<file path="src/logic/serial_defines.svh">
// register offsets, field positions, reset values and counts of the serial status block
`ifndef SERIAL_DEFINES_SVH
`define SERIAL_DEFINES_SVH
`define SER_ADDR_W 12
`define SER_OFF_STATUS 12'h000
`define SER_OFF_MODE 12'h004
`define SER_OFF_TXDATA 12'h008
`define SER_OFF_RXDATA 12'h00c
`define SER_OFF_IRQ_STAT 12'h010
`define SER_OFF_IRQ_CLR 12'h014
`define SER_OFF_IRQ_EN 12'h018
`define ST_TX_ISEL1 15
`define ST_TX_INV 14
`define ST_TX_ISEL0 13
`define ST_TX_BRK 11
`define ST_TX_EN 10
`define ST_TXBF 9
`define ST_TX_SHIFTER_EMPTY 8
`define ST_RX_ISEL1 7
`define ST_RX_ISEL0 6
`define ST_ADDR_EN 5
`define ST_RX_IDLE 4
`define ST_PARITY_ERROR 3
`define ST_FRAMING_ERROR 2
`define ST_OVERRUN_ERROR 1
`define ST_RXDA 0
`define MD_BLK_EN 0
`define MD_IR_EN 1
`define MD_FMT_LO 2
`define MD_DIV_LO 16
`define IRQ_TX 0
`define IRQ_RX 1
`define IRQ_ERR 2
`define SER_DIV_RST 16'h0000
`define SER_Q_DEPTH 4
`define SER_PTR_W 2
`define SER_CNT_W 3
`define SER_OS_MID 4'h7
`define SER_OS_LAST 4'hf
`define SER_IR_PULSE 4'h3
`define SER_FMT_8N 2'h0
`define SER_FMT_8E 2'h1
`define SER_FMT_8O 2'h2
`define SER_FMT_9N 2'h3
`define SER_BITS_8 4'ha
`define SER_BITS_9 4'hb
`define SER_BITS_BRK 4'he
`define SER_BRK_FRAME 14'h2000
`endif

</file>
<file path="src/logic/serial_pkg.sv">
// types shared by the serial status block and its helpers
`include "serial_defines.svh"
package serial_pkg;
  typedef enum logic [3:0] {
    RX_IDLE = 4'b0001,
    RX_START = 4'b0010,
    RX_DATA = 4'b0100,
    RX_STOP = 4'b1000
  } rx_state_t;
  typedef struct packed {
    logic parity_error;
    logic framing_error;
    logic [8:0] data;
  } rx_entry_t;
  typedef struct packed {
    logic [15:0] cnt;
    logic tick;
  } tick_state_t;
  typedef struct packed {
    logic s1;
    logic s2;
  } sync_state_t;
  typedef struct packed {
    logic [1:0] tx_isel;
    logic tx_inv;
    logic tx_brk;
    logic tx_en;
    logic [1:0] rx_isel;
    logic addr_en;
    logic overrun_error;
    logic blk_en;
    logic ir_en;
    logic [1:0] fmt;
    logic [15:0] div;
    logic [`SER_Q_DEPTH-1:0][8:0] txq;
    logic [`SER_PTR_W-1:0] tx_wp;
    logic [`SER_PTR_W-1:0] tx_rp;
    logic [`SER_CNT_W-1:0] tx_cnt;
    logic tx_busy;
    logic [13:0] tx_sh;
    logic [3:0] tx_bits;
    logic [3:0] tx_os;
    logic tx_brk_act;
    logic tx_pin;
    logic tx_oe;
    rx_entry_t [`SER_Q_DEPTH-1:0] rxq;
    logic [`SER_PTR_W-1:0] rx_wp;
    logic [`SER_PTR_W-1:0] rx_rp;
    logic [`SER_CNT_W-1:0] rx_cnt;
    rx_state_t rx_st;
    logic [3:0] rx_os;
    logic [3:0] rx_bits;
    logic [9:0] rx_sh;
    logic [2:0] irq_st;
    logic [2:0] irq_en;
    logic [31:0] rdata;
    logic slverr;
  } serial_state_t;
endpackage

</file>
<file path="src/logic/baud_tick.sv">
// oversampling tick divider: one-cycle pulse every divisor+1 clocks
module baud_tick (
  input wire logic pclk,
  input wire logic presetn,
  input wire logic enable,
  input wire logic [15:0] divisor,
  output logic tick
);
  serial_pkg::tick_state_t st_r;
  serial_pkg::tick_state_t st_nxt;

  // counter restarts while disabled so the first tick is a full period away
  always_comb
  begin
    st_nxt = st_r;
    st_nxt.tick = 1'b0;
    if (!enable)
      st_nxt.cnt = 16'h0000;
    else if (st_r.cnt >= divisor)
    begin
      st_nxt.cnt = 16'h0000;
      st_nxt.tick = 1'b1;
    end
    else
      st_nxt.cnt = st_r.cnt + 16'h0001;
  end

  always_ff @(posedge pclk or negedge presetn)
  begin
    if (!presetn)
      st_r <= '0;
    else
      st_r <= st_nxt;
  end

  assign tick = st_r.tick;
endmodule

</file>
<file path="src/logic/sync2.sv">
// two-flop synchroniser for the receive pin
module sync2 (
  input wire logic pclk,
  input wire logic presetn,
  input wire logic din,
  output logic dout
);
  serial_pkg::sync_state_t st_r;

  // idle line is high, so both stages reset to one; s1 feeds only s2
  always_ff @(posedge pclk or negedge presetn)
  begin
    if (!presetn)
      st_r <= 2'h3;
    else
    begin
      st_r.s1 <= din;
      st_r.s2 <= st_r.s1;
    end
  end

  assign dout = st_r.s2;
endmodule

</file>
<file path="src/logic/uart_status_rx_irq.sv">
// serial transceiver with status/control register, receive buffer and interrupt logic
`include "serial_defines.svh"
module uart_status_rx_irq (
  input wire logic pclk,
  input wire logic presetn,
  input wire logic psel,
  input wire logic penable,
  input wire logic pwrite,
  input wire logic [`SER_ADDR_W-1:0] paddr,
  input wire logic [31:0] pwdata,
  output logic [31:0] prdata,
  output logic pready,
  output logic pslverr,
  input wire logic serial_rx_pin,
  output logic serial_tx_pin,
  output logic serial_tx_oe,
  output logic irq
);
  serial_pkg::serial_state_t st_r;
  serial_pkg::serial_state_t st_nxt;
  serial_pkg::rx_entry_t rx_top;
  serial_pkg::rx_entry_t rx_new;
  logic tick;
  logic rxs;
  logic setup;
  logic wr;
  logic rd;
  logic [`SER_ADDR_W-1:0] aoff;
  logic [15:0] status_rd;
  logic tx_push;
  logic tx_load;
  logic tx_done;
  logic rx_done;
  logic rx_push;
  logic rx_pop;
  logic overrun_ev;
  logic overrun_error_clear;
  logic tx_bit;
  logic [`SER_CNT_W-1:0] tx_cnt_after;
  logic [`SER_CNT_W-1:0] rx_cnt_push;
  logic [2:0] irq_ev;

  baud_tick u_tick (
    .pclk(pclk),
    .presetn(presetn),
    .enable(st_r.blk_en),
    .divisor(st_r.div),
    .tick(tick)
  );

  sync2 u_rx_sync (
    .pclk(pclk),
    .presetn(presetn),
    .din(serial_rx_pin),
    .dout(rxs)
  );

  // one transmit frame, lsb first, stop bits padded high
  function automatic logic [13:0] tx_frame(input logic [1:0] fmt, input logic [8:0] d);
    logic [13:0] f;
    f = {5'h1f, d[7:0], 1'b0};
    if (fmt == `SER_FMT_8E)
      f = {4'hf, ^d[7:0], d[7:0], 1'b0};
    else if (fmt == `SER_FMT_8O)
      f = {4'hf, ~^d[7:0], d[7:0], 1'b0};
    else if (fmt == `SER_FMT_9N)
      f = {4'hf, d, 1'b0};
    return f;
  endfunction

  // apb phase decode; address is word aligned
  assign setup = psel & ~penable;
  assign wr = psel & penable & pwrite & ~st_r.slverr;
  assign rd = psel & penable & ~pwrite & ~st_r.slverr;
  assign aoff = paddr;
  assign rx_top = st_r.rxq[st_r.rx_rp];

  // status register image
  always_comb
  begin
    status_rd = 16'h0000;
    status_rd[`ST_TX_ISEL1] = st_r.tx_isel[1];
    status_rd[`ST_TX_INV] = st_r.tx_inv;
    status_rd[`ST_TX_ISEL0] = st_r.tx_isel[0];
    status_rd[`ST_TX_BRK] = st_r.tx_brk;
    status_rd[`ST_TX_EN] = st_r.tx_en;
    status_rd[`ST_TXBF] = (st_r.tx_cnt == `SER_CNT_W'(`SER_Q_DEPTH));
    status_rd[`ST_TX_SHIFTER_EMPTY] = ~st_r.tx_busy & (st_r.tx_cnt == '0);
    status_rd[`ST_RX_ISEL1] = st_r.rx_isel[1];
    status_rd[`ST_RX_ISEL0] = st_r.rx_isel[0];
    status_rd[`ST_ADDR_EN] = st_r.addr_en;
    status_rd[`ST_RX_IDLE] = (st_r.rx_st == serial_pkg::RX_IDLE);
    // flags come from whatever entry is at the top, so a pop refreshes them
    status_rd[`ST_PARITY_ERROR] = (st_r.rx_cnt != '0) & rx_top.parity_error;
    status_rd[`ST_FRAMING_ERROR] = (st_r.rx_cnt != '0) & rx_top.framing_error;
    status_rd[`ST_OVERRUN_ERROR] = st_r.overrun_error;
    status_rd[`ST_RXDA] = (st_r.rx_cnt != '0);
  end

  // received character fields, extracted from the shifter at the stop bit
  always_comb
  begin
    rx_new.framing_error = ~rxs;
    rx_new.parity_error = 1'b0;
    rx_new.data = {1'b0, st_r.rx_sh[9:2]};
    if (st_r.fmt == `SER_FMT_9N)
      rx_new.data = st_r.rx_sh[9:1];
    else if (st_r.fmt == `SER_FMT_8E)
    begin
      rx_new.data = {1'b0, st_r.rx_sh[8:1]};
      rx_new.parity_error = ^st_r.rx_sh[9:1];
    end
    else if (st_r.fmt == `SER_FMT_8O)
    begin
      rx_new.data = {1'b0, st_r.rx_sh[8:1]};
      rx_new.parity_error = ~^st_r.rx_sh[9:1];
    end
  end

  // event terms shared by the next-state logic
  always_comb
  begin
    tx_push = wr & (aoff == `SER_OFF_TXDATA) & st_r.tx_en
      & (st_r.tx_cnt != `SER_CNT_W'(`SER_Q_DEPTH));
    tx_load = st_r.blk_en & st_r.tx_en & ~st_r.tx_busy & (st_r.tx_cnt != '0);
    tx_done = st_r.tx_busy & tick & (st_r.tx_os == `SER_OS_LAST) & (st_r.tx_bits == 4'h1);
    tx_cnt_after = st_r.tx_cnt + `SER_CNT_W'(tx_push) - `SER_CNT_W'(tx_load);
    rx_done = tick & (st_r.rx_st == serial_pkg::RX_STOP) & (st_r.rx_os == `SER_OS_LAST);
    // in 9-bit mode with address detect, data characters never reach the buffer
    rx_push = rx_done & ~st_r.overrun_error & (st_r.rx_cnt != `SER_CNT_W'(`SER_Q_DEPTH))
      & ~(st_r.addr_en & (st_r.fmt == `SER_FMT_9N) & ~rx_new.data[8]);
    overrun_ev = rx_done & ~st_r.overrun_error & (st_r.rx_cnt == `SER_CNT_W'(`SER_Q_DEPTH));
    rx_pop = rd & (aoff == `SER_OFF_RXDATA) & (st_r.rx_cnt != '0);
    rx_cnt_push = st_r.rx_cnt + `SER_CNT_W'(1);
    overrun_error_clear = wr & (aoff == `SER_OFF_STATUS) & st_r.overrun_error & ~pwdata[`ST_OVERRUN_ERROR];
    irq_ev = 3'h0;
    case (st_r.tx_isel)
      2'h0: irq_ev[`IRQ_TX] = tx_load;
      2'h1: irq_ev[`IRQ_TX] = tx_done & (st_r.tx_cnt == '0);
      2'h2: irq_ev[`IRQ_TX] = tx_load & (tx_cnt_after == '0);
      default: irq_ev[`IRQ_TX] = 1'b0;
    endcase
    case (st_r.rx_isel)
      2'h3: irq_ev[`IRQ_RX] = rx_push & (rx_cnt_push == `SER_CNT_W'(4));
      2'h2: irq_ev[`IRQ_RX] = rx_push & (rx_cnt_push == `SER_CNT_W'(3));
      default: irq_ev[`IRQ_RX] = rx_push;
    endcase
    irq_ev[`IRQ_ERR] = overrun_ev | (rx_push & (rx_new.parity_error | rx_new.framing_error));
  end

  // transmit line before pin encoding
  assign tx_bit = st_r.tx_busy ? st_r.tx_sh[0] : 1'b1;

  // next state
  always_comb
  begin
    st_nxt = st_r;
    // register writes
    if (wr & (aoff == `SER_OFF_STATUS))
    begin
      st_nxt.tx_isel = {pwdata[`ST_TX_ISEL1], pwdata[`ST_TX_ISEL0]};
      st_nxt.tx_inv = pwdata[`ST_TX_INV];
      st_nxt.tx_brk = pwdata[`ST_TX_BRK];
      st_nxt.tx_en = pwdata[`ST_TX_EN];
      st_nxt.rx_isel = {pwdata[`ST_RX_ISEL1], pwdata[`ST_RX_ISEL0]};
      st_nxt.addr_en = pwdata[`ST_ADDR_EN];
    end
    if (wr & (aoff == `SER_OFF_MODE))
    begin
      st_nxt.blk_en = pwdata[`MD_BLK_EN];
      st_nxt.ir_en = pwdata[`MD_IR_EN];
      st_nxt.fmt = pwdata[`MD_FMT_LO +: 2];
      st_nxt.div = pwdata[`MD_DIV_LO +: 16];
    end
    if (wr & (aoff == `SER_OFF_IRQ_EN))
      st_nxt.irq_en = pwdata[2:0];
    // sticky interrupt bits: a new event wins over a clear in the same cycle
    if (wr & (aoff == `SER_OFF_IRQ_CLR))
      st_nxt.irq_st = st_r.irq_st & ~pwdata[2:0];
    st_nxt.irq_st = st_nxt.irq_st | irq_ev;

    // transmit buffer fill
    if (tx_push)
    begin
      st_nxt.txq[st_r.tx_wp] = pwdata[8:0];
      st_nxt.tx_wp = st_r.tx_wp + `SER_PTR_W'(1);
    end
    st_nxt.tx_cnt = tx_cnt_after;
    // load the shifter; a pending break replaces the character's frame
    if (tx_load)
    begin
      st_nxt.tx_rp = st_r.tx_rp + `SER_PTR_W'(1);
      st_nxt.tx_busy = 1'b1;
      st_nxt.tx_os = 4'h0;
      st_nxt.tx_brk_act = st_r.tx_brk;
      if (st_r.tx_brk)
      begin
        st_nxt.tx_sh = `SER_BRK_FRAME;
        st_nxt.tx_bits = `SER_BITS_BRK;
      end
      else
      begin
        st_nxt.tx_sh = tx_frame(st_r.fmt, st_r.txq[st_r.tx_rp]);
        st_nxt.tx_bits = (st_r.fmt == `SER_FMT_8N) ? `SER_BITS_8 : `SER_BITS_9;
      end
    end
    // shift one bit per sixteen ticks
    if (st_r.tx_busy & tick)
    begin
      st_nxt.tx_os = st_r.tx_os + 4'h1;
      if (st_r.tx_os == `SER_OS_LAST)
      begin
        st_nxt.tx_sh = {1'b1, st_r.tx_sh[13:1]};
        st_nxt.tx_bits = st_r.tx_bits - 4'h1;
      end
    end
    if (tx_done)
    begin
      st_nxt.tx_busy = 1'b0;
      if (st_r.tx_brk_act)
        st_nxt.tx_brk = 1'b0;
      st_nxt.tx_brk_act = 1'b0;
    end
    // transmitter off: drop queued and in-flight characters
    if (~st_nxt.tx_en | ~st_nxt.blk_en)
    begin
      st_nxt.tx_busy = 1'b0;
      st_nxt.tx_brk_act = 1'b0;
      st_nxt.tx_cnt = '0;
      st_nxt.tx_wp = '0;
      st_nxt.tx_rp = '0;
    end
    // pin drive: inversion and pulse encoding only in infrared mode
    st_nxt.tx_oe = st_r.blk_en & st_r.tx_en;
    if (st_r.ir_en)
      st_nxt.tx_pin = (~tx_bit & st_r.tx_busy & (st_r.tx_os < `SER_IR_PULSE)) ^ st_r.tx_inv;
    else
      st_nxt.tx_pin = tx_bit;

    // receiver, sampling mid-bit on the oversampling tick
    if (tick)
    begin
      case (st_r.rx_st)
        serial_pkg::RX_IDLE:
        begin
          st_nxt.rx_os = 4'h0;
          if (~rxs)
            st_nxt.rx_st = serial_pkg::RX_START;
        end
        serial_pkg::RX_START:
        begin
          st_nxt.rx_os = st_r.rx_os + 4'h1;
          // a start bit gone by mid-bit was a glitch
          if (st_r.rx_os == `SER_OS_MID)
          begin
            st_nxt.rx_os = 4'h0;
            st_nxt.rx_st = rxs ? serial_pkg::RX_IDLE : serial_pkg::RX_DATA;
            st_nxt.rx_bits = (st_r.fmt == `SER_FMT_8N) ? 4'h8 : 4'h9;
          end
        end
        serial_pkg::RX_DATA:
        begin
          st_nxt.rx_os = st_r.rx_os + 4'h1;
          if (st_r.rx_os == `SER_OS_LAST)
          begin
            st_nxt.rx_sh = {rxs, st_r.rx_sh[9:1]};
            st_nxt.rx_bits = st_r.rx_bits - 4'h1;
            if (st_r.rx_bits == 4'h1)
              st_nxt.rx_st = serial_pkg::RX_STOP;
          end
        end
        serial_pkg::RX_STOP:
        begin
          st_nxt.rx_os = st_r.rx_os + 4'h1;
          if (st_r.rx_os == `SER_OS_LAST)
            st_nxt.rx_st = serial_pkg::RX_IDLE;
        end
        default: st_nxt.rx_st = serial_pkg::RX_IDLE;
      endcase
    end
    if (~st_r.blk_en)
      st_nxt.rx_st = serial_pkg::RX_IDLE;

    // receive buffer: push at stop bit, pop on data read
    if (rx_push)
    begin
      st_nxt.rxq[st_r.rx_wp] = rx_new;
      st_nxt.rx_wp = st_r.rx_wp + `SER_PTR_W'(1);
    end
    if (rx_pop)
      st_nxt.rx_rp = st_r.rx_rp + `SER_PTR_W'(1);
    st_nxt.rx_cnt = st_r.rx_cnt + `SER_CNT_W'(rx_push) - `SER_CNT_W'(rx_pop);
    // clearing overrun empties buffer and shifter; a fresh overrun still wins
    if (overrun_error_clear)
    begin
      st_nxt.rx_cnt = '0;
      st_nxt.rx_wp = '0;
      st_nxt.rx_rp = '0;
      st_nxt.rx_st = serial_pkg::RX_IDLE;
      st_nxt.overrun_error = 1'b0;
    end
    if (overrun_ev)
      st_nxt.overrun_error = 1'b1;

    // read data captured in setup so prdata comes from a flop with no wait state
    if (setup)
    begin
      st_nxt.slverr = 1'b0;
      st_nxt.rdata = 32'h0000_0000;
      if (paddr == `SER_OFF_STATUS)
        st_nxt.rdata = {16'h0000, status_rd};
      else if (paddr == `SER_OFF_MODE)
        st_nxt.rdata = {st_r.div, 12'h000, st_r.fmt, st_r.ir_en, st_r.blk_en};
      else if (paddr == `SER_OFF_TXDATA)
        st_nxt.rdata = 32'h0000_0000;
      else if (paddr == `SER_OFF_RXDATA)
        st_nxt.rdata = {23'h000000, rx_top.data & {9{st_r.rx_cnt != '0}}};
      else if (paddr == `SER_OFF_IRQ_STAT)
        st_nxt.rdata = {29'h00000000, st_r.irq_st};
      else if (paddr == `SER_OFF_IRQ_CLR)
        st_nxt.rdata = 32'h0000_0000;
      else if (paddr == `SER_OFF_IRQ_EN)
        st_nxt.rdata = {29'h00000000, st_r.irq_en};
      else
        st_nxt.slverr = 1'b1;
    end
  end

  // single state register; receiver starts idle and the pin idles high
  always_ff @(posedge pclk or negedge presetn)
  begin
    if (!presetn)
    begin
      st_r <= '0;
      st_r.rx_st <= serial_pkg::RX_IDLE;
      st_r.div <= `SER_DIV_RST;
      st_r.tx_pin <= 1'b1;
    end
    else
      st_r <= st_nxt;
  end

  // outputs
  assign prdata = st_r.rdata;
  assign pready = 1'b1;
  assign pslverr = psel & penable & st_r.slverr;
  assign serial_tx_pin = st_r.tx_pin;
  assign serial_tx_oe = st_r.tx_oe;
  assign irq = |(st_r.irq_st & st_r.irq_en);
endmodule

</file>
<file path="config.mk">
export PLATFORM = sky130hd
export DESIGN_NAME = uart_status_rx_irq
export DESIGN_NICKNAME = d
export VERILOG_FILES = /design/src/logic/serial_pkg.sv /design/src/logic/baud_tick.sv /design/src/logic/sync2.sv /design/src/logic/uart_status_rx_irq.sv
export VERILOG_INCLUDE_DIRS = /design/src /design/src/logic
export SDC_FILE = /design/constraint.sdc
export NUM_CORES = 1
export LEC_CHECK = 0
export BUFFER_PORTS_ARGS = -buffer_cell sky130_fd_sc_hd__buf_2
export CORE_MARGIN = 8
export CORE_UTILIZATION = 45
export CTS_CLUSTER_SIZE = 12
export DETAILED_ROUTE_END_ITERATION = 12
export HOLD_SLACK_MARGIN = 0.06
export PLACE_DENSITY_LB_ADDON = 0.15
export SYNTH_ARGS = -nofsm -noshare
export SYNTH_HDL_FRONTEND = slang
export SYNTH_SLANG_ARGS = --single-unit
</file>
<file path="constraint.sdc">
create_clock -name pclk -period 7.93 [get_ports pclk]
set_input_delay 0 -clock pclk [delete_from_list [all_inputs] [get_ports pclk]]
set_output_delay 0 -clock pclk [all_outputs]
set_load 0.1 [all_outputs]
</file>
==> results.yml <==
setup_path:
  crit_arrival_ns: 4.24
  cp-start-kind: "flip-flop"
  cp.required_ns: 8.35
  endpoint_kind: "flip-flop"
  path_max_fanout: 18
  worstSetupPathType: "reg2reg"
sta:
  max_freq_mhz: 262
  hold_viol_final: 0
  tns_ns: 0
  rsz0062_at_grt: "false"
  finClkSkew_ns: 0.00601
  period_share_pct: 48.2
  min_period_ns: 3.82
  slew_headroom_pct: 19.7
  worstMarginPinSlew_ns: 1.20
  finalMaxSlewViolations: 0
  setup_violations: 0
synthesis:
  ys_seq_area_share_pct: 50.7
  syn_area_per_cell_um2: 10.4
  yosysWarningCount: 0
  ys_ff_latch: 227
  netlist_instances: 1079
  async_flop_share_pct: 100
  yosys-top-cells-area: "dfrtp_1 (50%), mux2_2 (6.1%), nand2_1 (5.8%), ha_1 (4.1%), mux4_2 (4.0%)"
  syn-num-nets: 1168
  synth.top_cell.area_share_pct: 49.7
  yosysUniqueCellTypes: 66
  synth_area_um2: 11200
  synth_ff_type: "dfrtp_1"
  synth-edff-count: 0
  synth_top_cell_by_area: "dfrtp_1"
routing:
  wl_per_cell_um: 16.9
  drtIter0Drc: 511
  vias: 7907
  vias_per_cell: 5.24
  drt-total-wl_um: 25500
  ant_nets: 0
  dr.pass1.iters: 6
  route.detailed.drc: 0
finish:
  design_area_um2: 13000
  nFillCells: 2242
  fin_nets: 1254
  diodes: 0
  drive_above_1_share_pct: 19.8
  area_delta_synth_final_pct: 15.9
  mostFrequentLayoutCells: "dfrtp_1 (223), nand2_1 (173), o21ai_0 (87), buf_2 (81), nor2_1 (79)"
  multiInputGateArea_um2: 4940
  final_common_cell: "dfrtp_1"
  layout.area.seq_um2: 5690
cts:
  clk_pin_slew_ns: 0.06
  cts_made_buffers: 27
  cts_num_sinks: 227
  cts_resized: 0
  cts_tree: "done"
  clk_latency_ns: 0.52
  htreeDepth: 1
  cts_buffer_depth: 3
  cts_root_buffer: "clkbuf_16"
grt:
  grt_remaining_overflow: 0
  grt_antenna_before_repair: 0
  grt_pass1_wl_um: 42500
  grt_pass1_vias: 7947
  track_usage_pct: 16.9
  grt_max_degree: 116
power:
  total_power_uw: 2500
  powerDensity_nw_per_um2: 192
  pwr-share-comb_pct: 4.9
  cellLeakagePower_uw: 0.00628
  seq_power_share_pct: 46.9
  sw_frac_of_total_pct: 22.4
  max-vdd-ir-drop_mv: 0.157
  p_sw_uw: 558
  internal_power_uw: 1940
  clkPwrFrac_pct: 48.1
status:
  status: "finished, final reports clean"
worst_hold_path:
  hold_class: "in2reg"
floorplan:
  num_rows: 57
  die_w_um: 174
  die_area_um2: 30200
  coreArea_um2: 24400
  die_h_um: 174
  ios: 87
  start_util_pct: 46.0
placed_design:
  post_dp_cell_area_um2: 11700
  dp_hpwl_um: 17500
  gp_congestion: 0.795
  portBuffers: 82
flow_run:
  drv_cap: 0
state kept, by name, summed over array words and instances, names as in the netlist:
name            cells
st_r              175
prdata             31
u_tick.st_r        16
serial_tx_oe        1
serial_tx_pin       1
u_rx_sync.dout      1
u_rx_sync.st_r      1
u_tick.tick         1
kinds of logic (layout without fill, tap and decap cells):
family,Yosys count,after routing,synth area share [%]
AOI/OAI and AO/OA,174,174,8.98
xor gates and xnor gates,41,41,3.20
adders and majority gates,39,39,4.48
buffers and inverters,121,226,5.32
DFF,227,227,50.7
muxes,97,97,11.6
other,2,2,0.0669
and+or+nand+nor,378,378,15.7
cells in the mapped netlist (3+ instances only):
| cell type | instances |
|---|---|
| a21o_1 | 9 |
| a21oi_1 | 34 |
| a221oi_1 | 5 |
| a31oi_1 | 10 |
| and3_1 | 10 |
| and3b_1 | 3 |
| buf_2 | 6 |
| buf_4 | 34 |
| clkbuf_1 | 35 |
| dfrtp_1 | 223 |
| dfstp_2 | 4 |
| ha_1 | 37 |
| inv_1 | 43 |
| mux2_2 | 61 |
| mux2i_1 | 16 |
| mux4_2 | 20 |
| nand2_1 | 173 |
| nand2_2 | 5 |
| nand2b_1 | 9 |
| nand3_1 | 43 |
| nand4_1 | 8 |
| nand4b_1 | 3 |
| nor2_1 | 79 |
| nor2b_1 | 7 |
| nor3_1 | 11 |
| o21a_1 | 3 |
| o21ai_0 | 87 |
| o22ai_1 | 3 |
| o31ai_1 | 5 |
| or3_1 | 4 |
| xnor2_1 | 26 |
| xor2_1 | 15 |
power by group through the flow:
stage               logic, uW  registers [uW]  clock network (uW)
floorplan                62.0            1190                   0
finish                    123            1170                1200
CTS                       126            1170                1230
detailed placement        108            1190                   0
global placement          108            1190                   0
global route              134            1170                1280
layout make-up:
cell class	count	area share (%)
Sequential cell	227	43.7
Multi-Input combinational cell	731	38.0
Timing Repair Buffer	134	7.12
Clock buffer	40	6.26
Tap cell	324	3.12
Inverter	44	1.27
Clock inverter	8	0.519
worst paths after layout:
path	slack [ns]	to	from	depth (start not counted)
min in group asynchronous	0.15	st_r[167]$_DFFE_PN0P_	presetn	2
max in group asynchronous	6.37	st_r[138]$_DFF_PN0_	presetn	3
min	0.09	prdata[17]$_DFFE_PN0P_	penable	5
max	4.11	st_r[36]$_DFF_PN0_	st_r[139]$_DFF_PN0_	13
min reg2reg	0.35	u_rx_sync.dout$_DFF_PN1_	u_rx_sync.st_r[1]$_DFF_PN1_	0
max reg2reg	4.11	st_r[36]$_DFF_PN0_	st_r[139]$_DFF_PN0_	13
worst max-delay path, cell delays in order, from the launching register on:
cell and delay [ns]:
dfrtp_1 0.43, nor3_1 0.35, nor2_1 0.11, nand2_1 0.48
clkinv_1 0.65, ha_1 0.48, inv_1 0.06, ha_1 0.12
inv_1 0.04, fa_1 0.37, xor2_1 0.16, xnor2_1 0.18
nand3_1 0.10, o221ai_1 0.17
per-stage QoR:
step                hold slack, ns  utilization [%]  instances  worst slack, ns
finish                      0.0895             53.3       1508             4.11
global route                 0.107             53.3       1508             3.74
CTS                         0.0662             53.3       1508             4.08
detailed placement           0.109             47.8       1414             4.11
global placement             0.107             47.8       1414             4.14
floorplan                   -0.296                -       1079             5.00
metal layers:
metal	wire, um	track usage [%]
met5	0	0
met4	510	3.92
met3	1100	3.08
met1	12000	23.4
met2	11800	27.1
repair_timing:
item | 4_1_cts | 5_1_grt
buffers inserted | 0 | 0
hold buffers | 46 | 0
endpoints found under the setup margin | 0 | 0
hold endpoints to repair | 201 | 0
No activity file was read; power rests on OpenSTA's default activity.
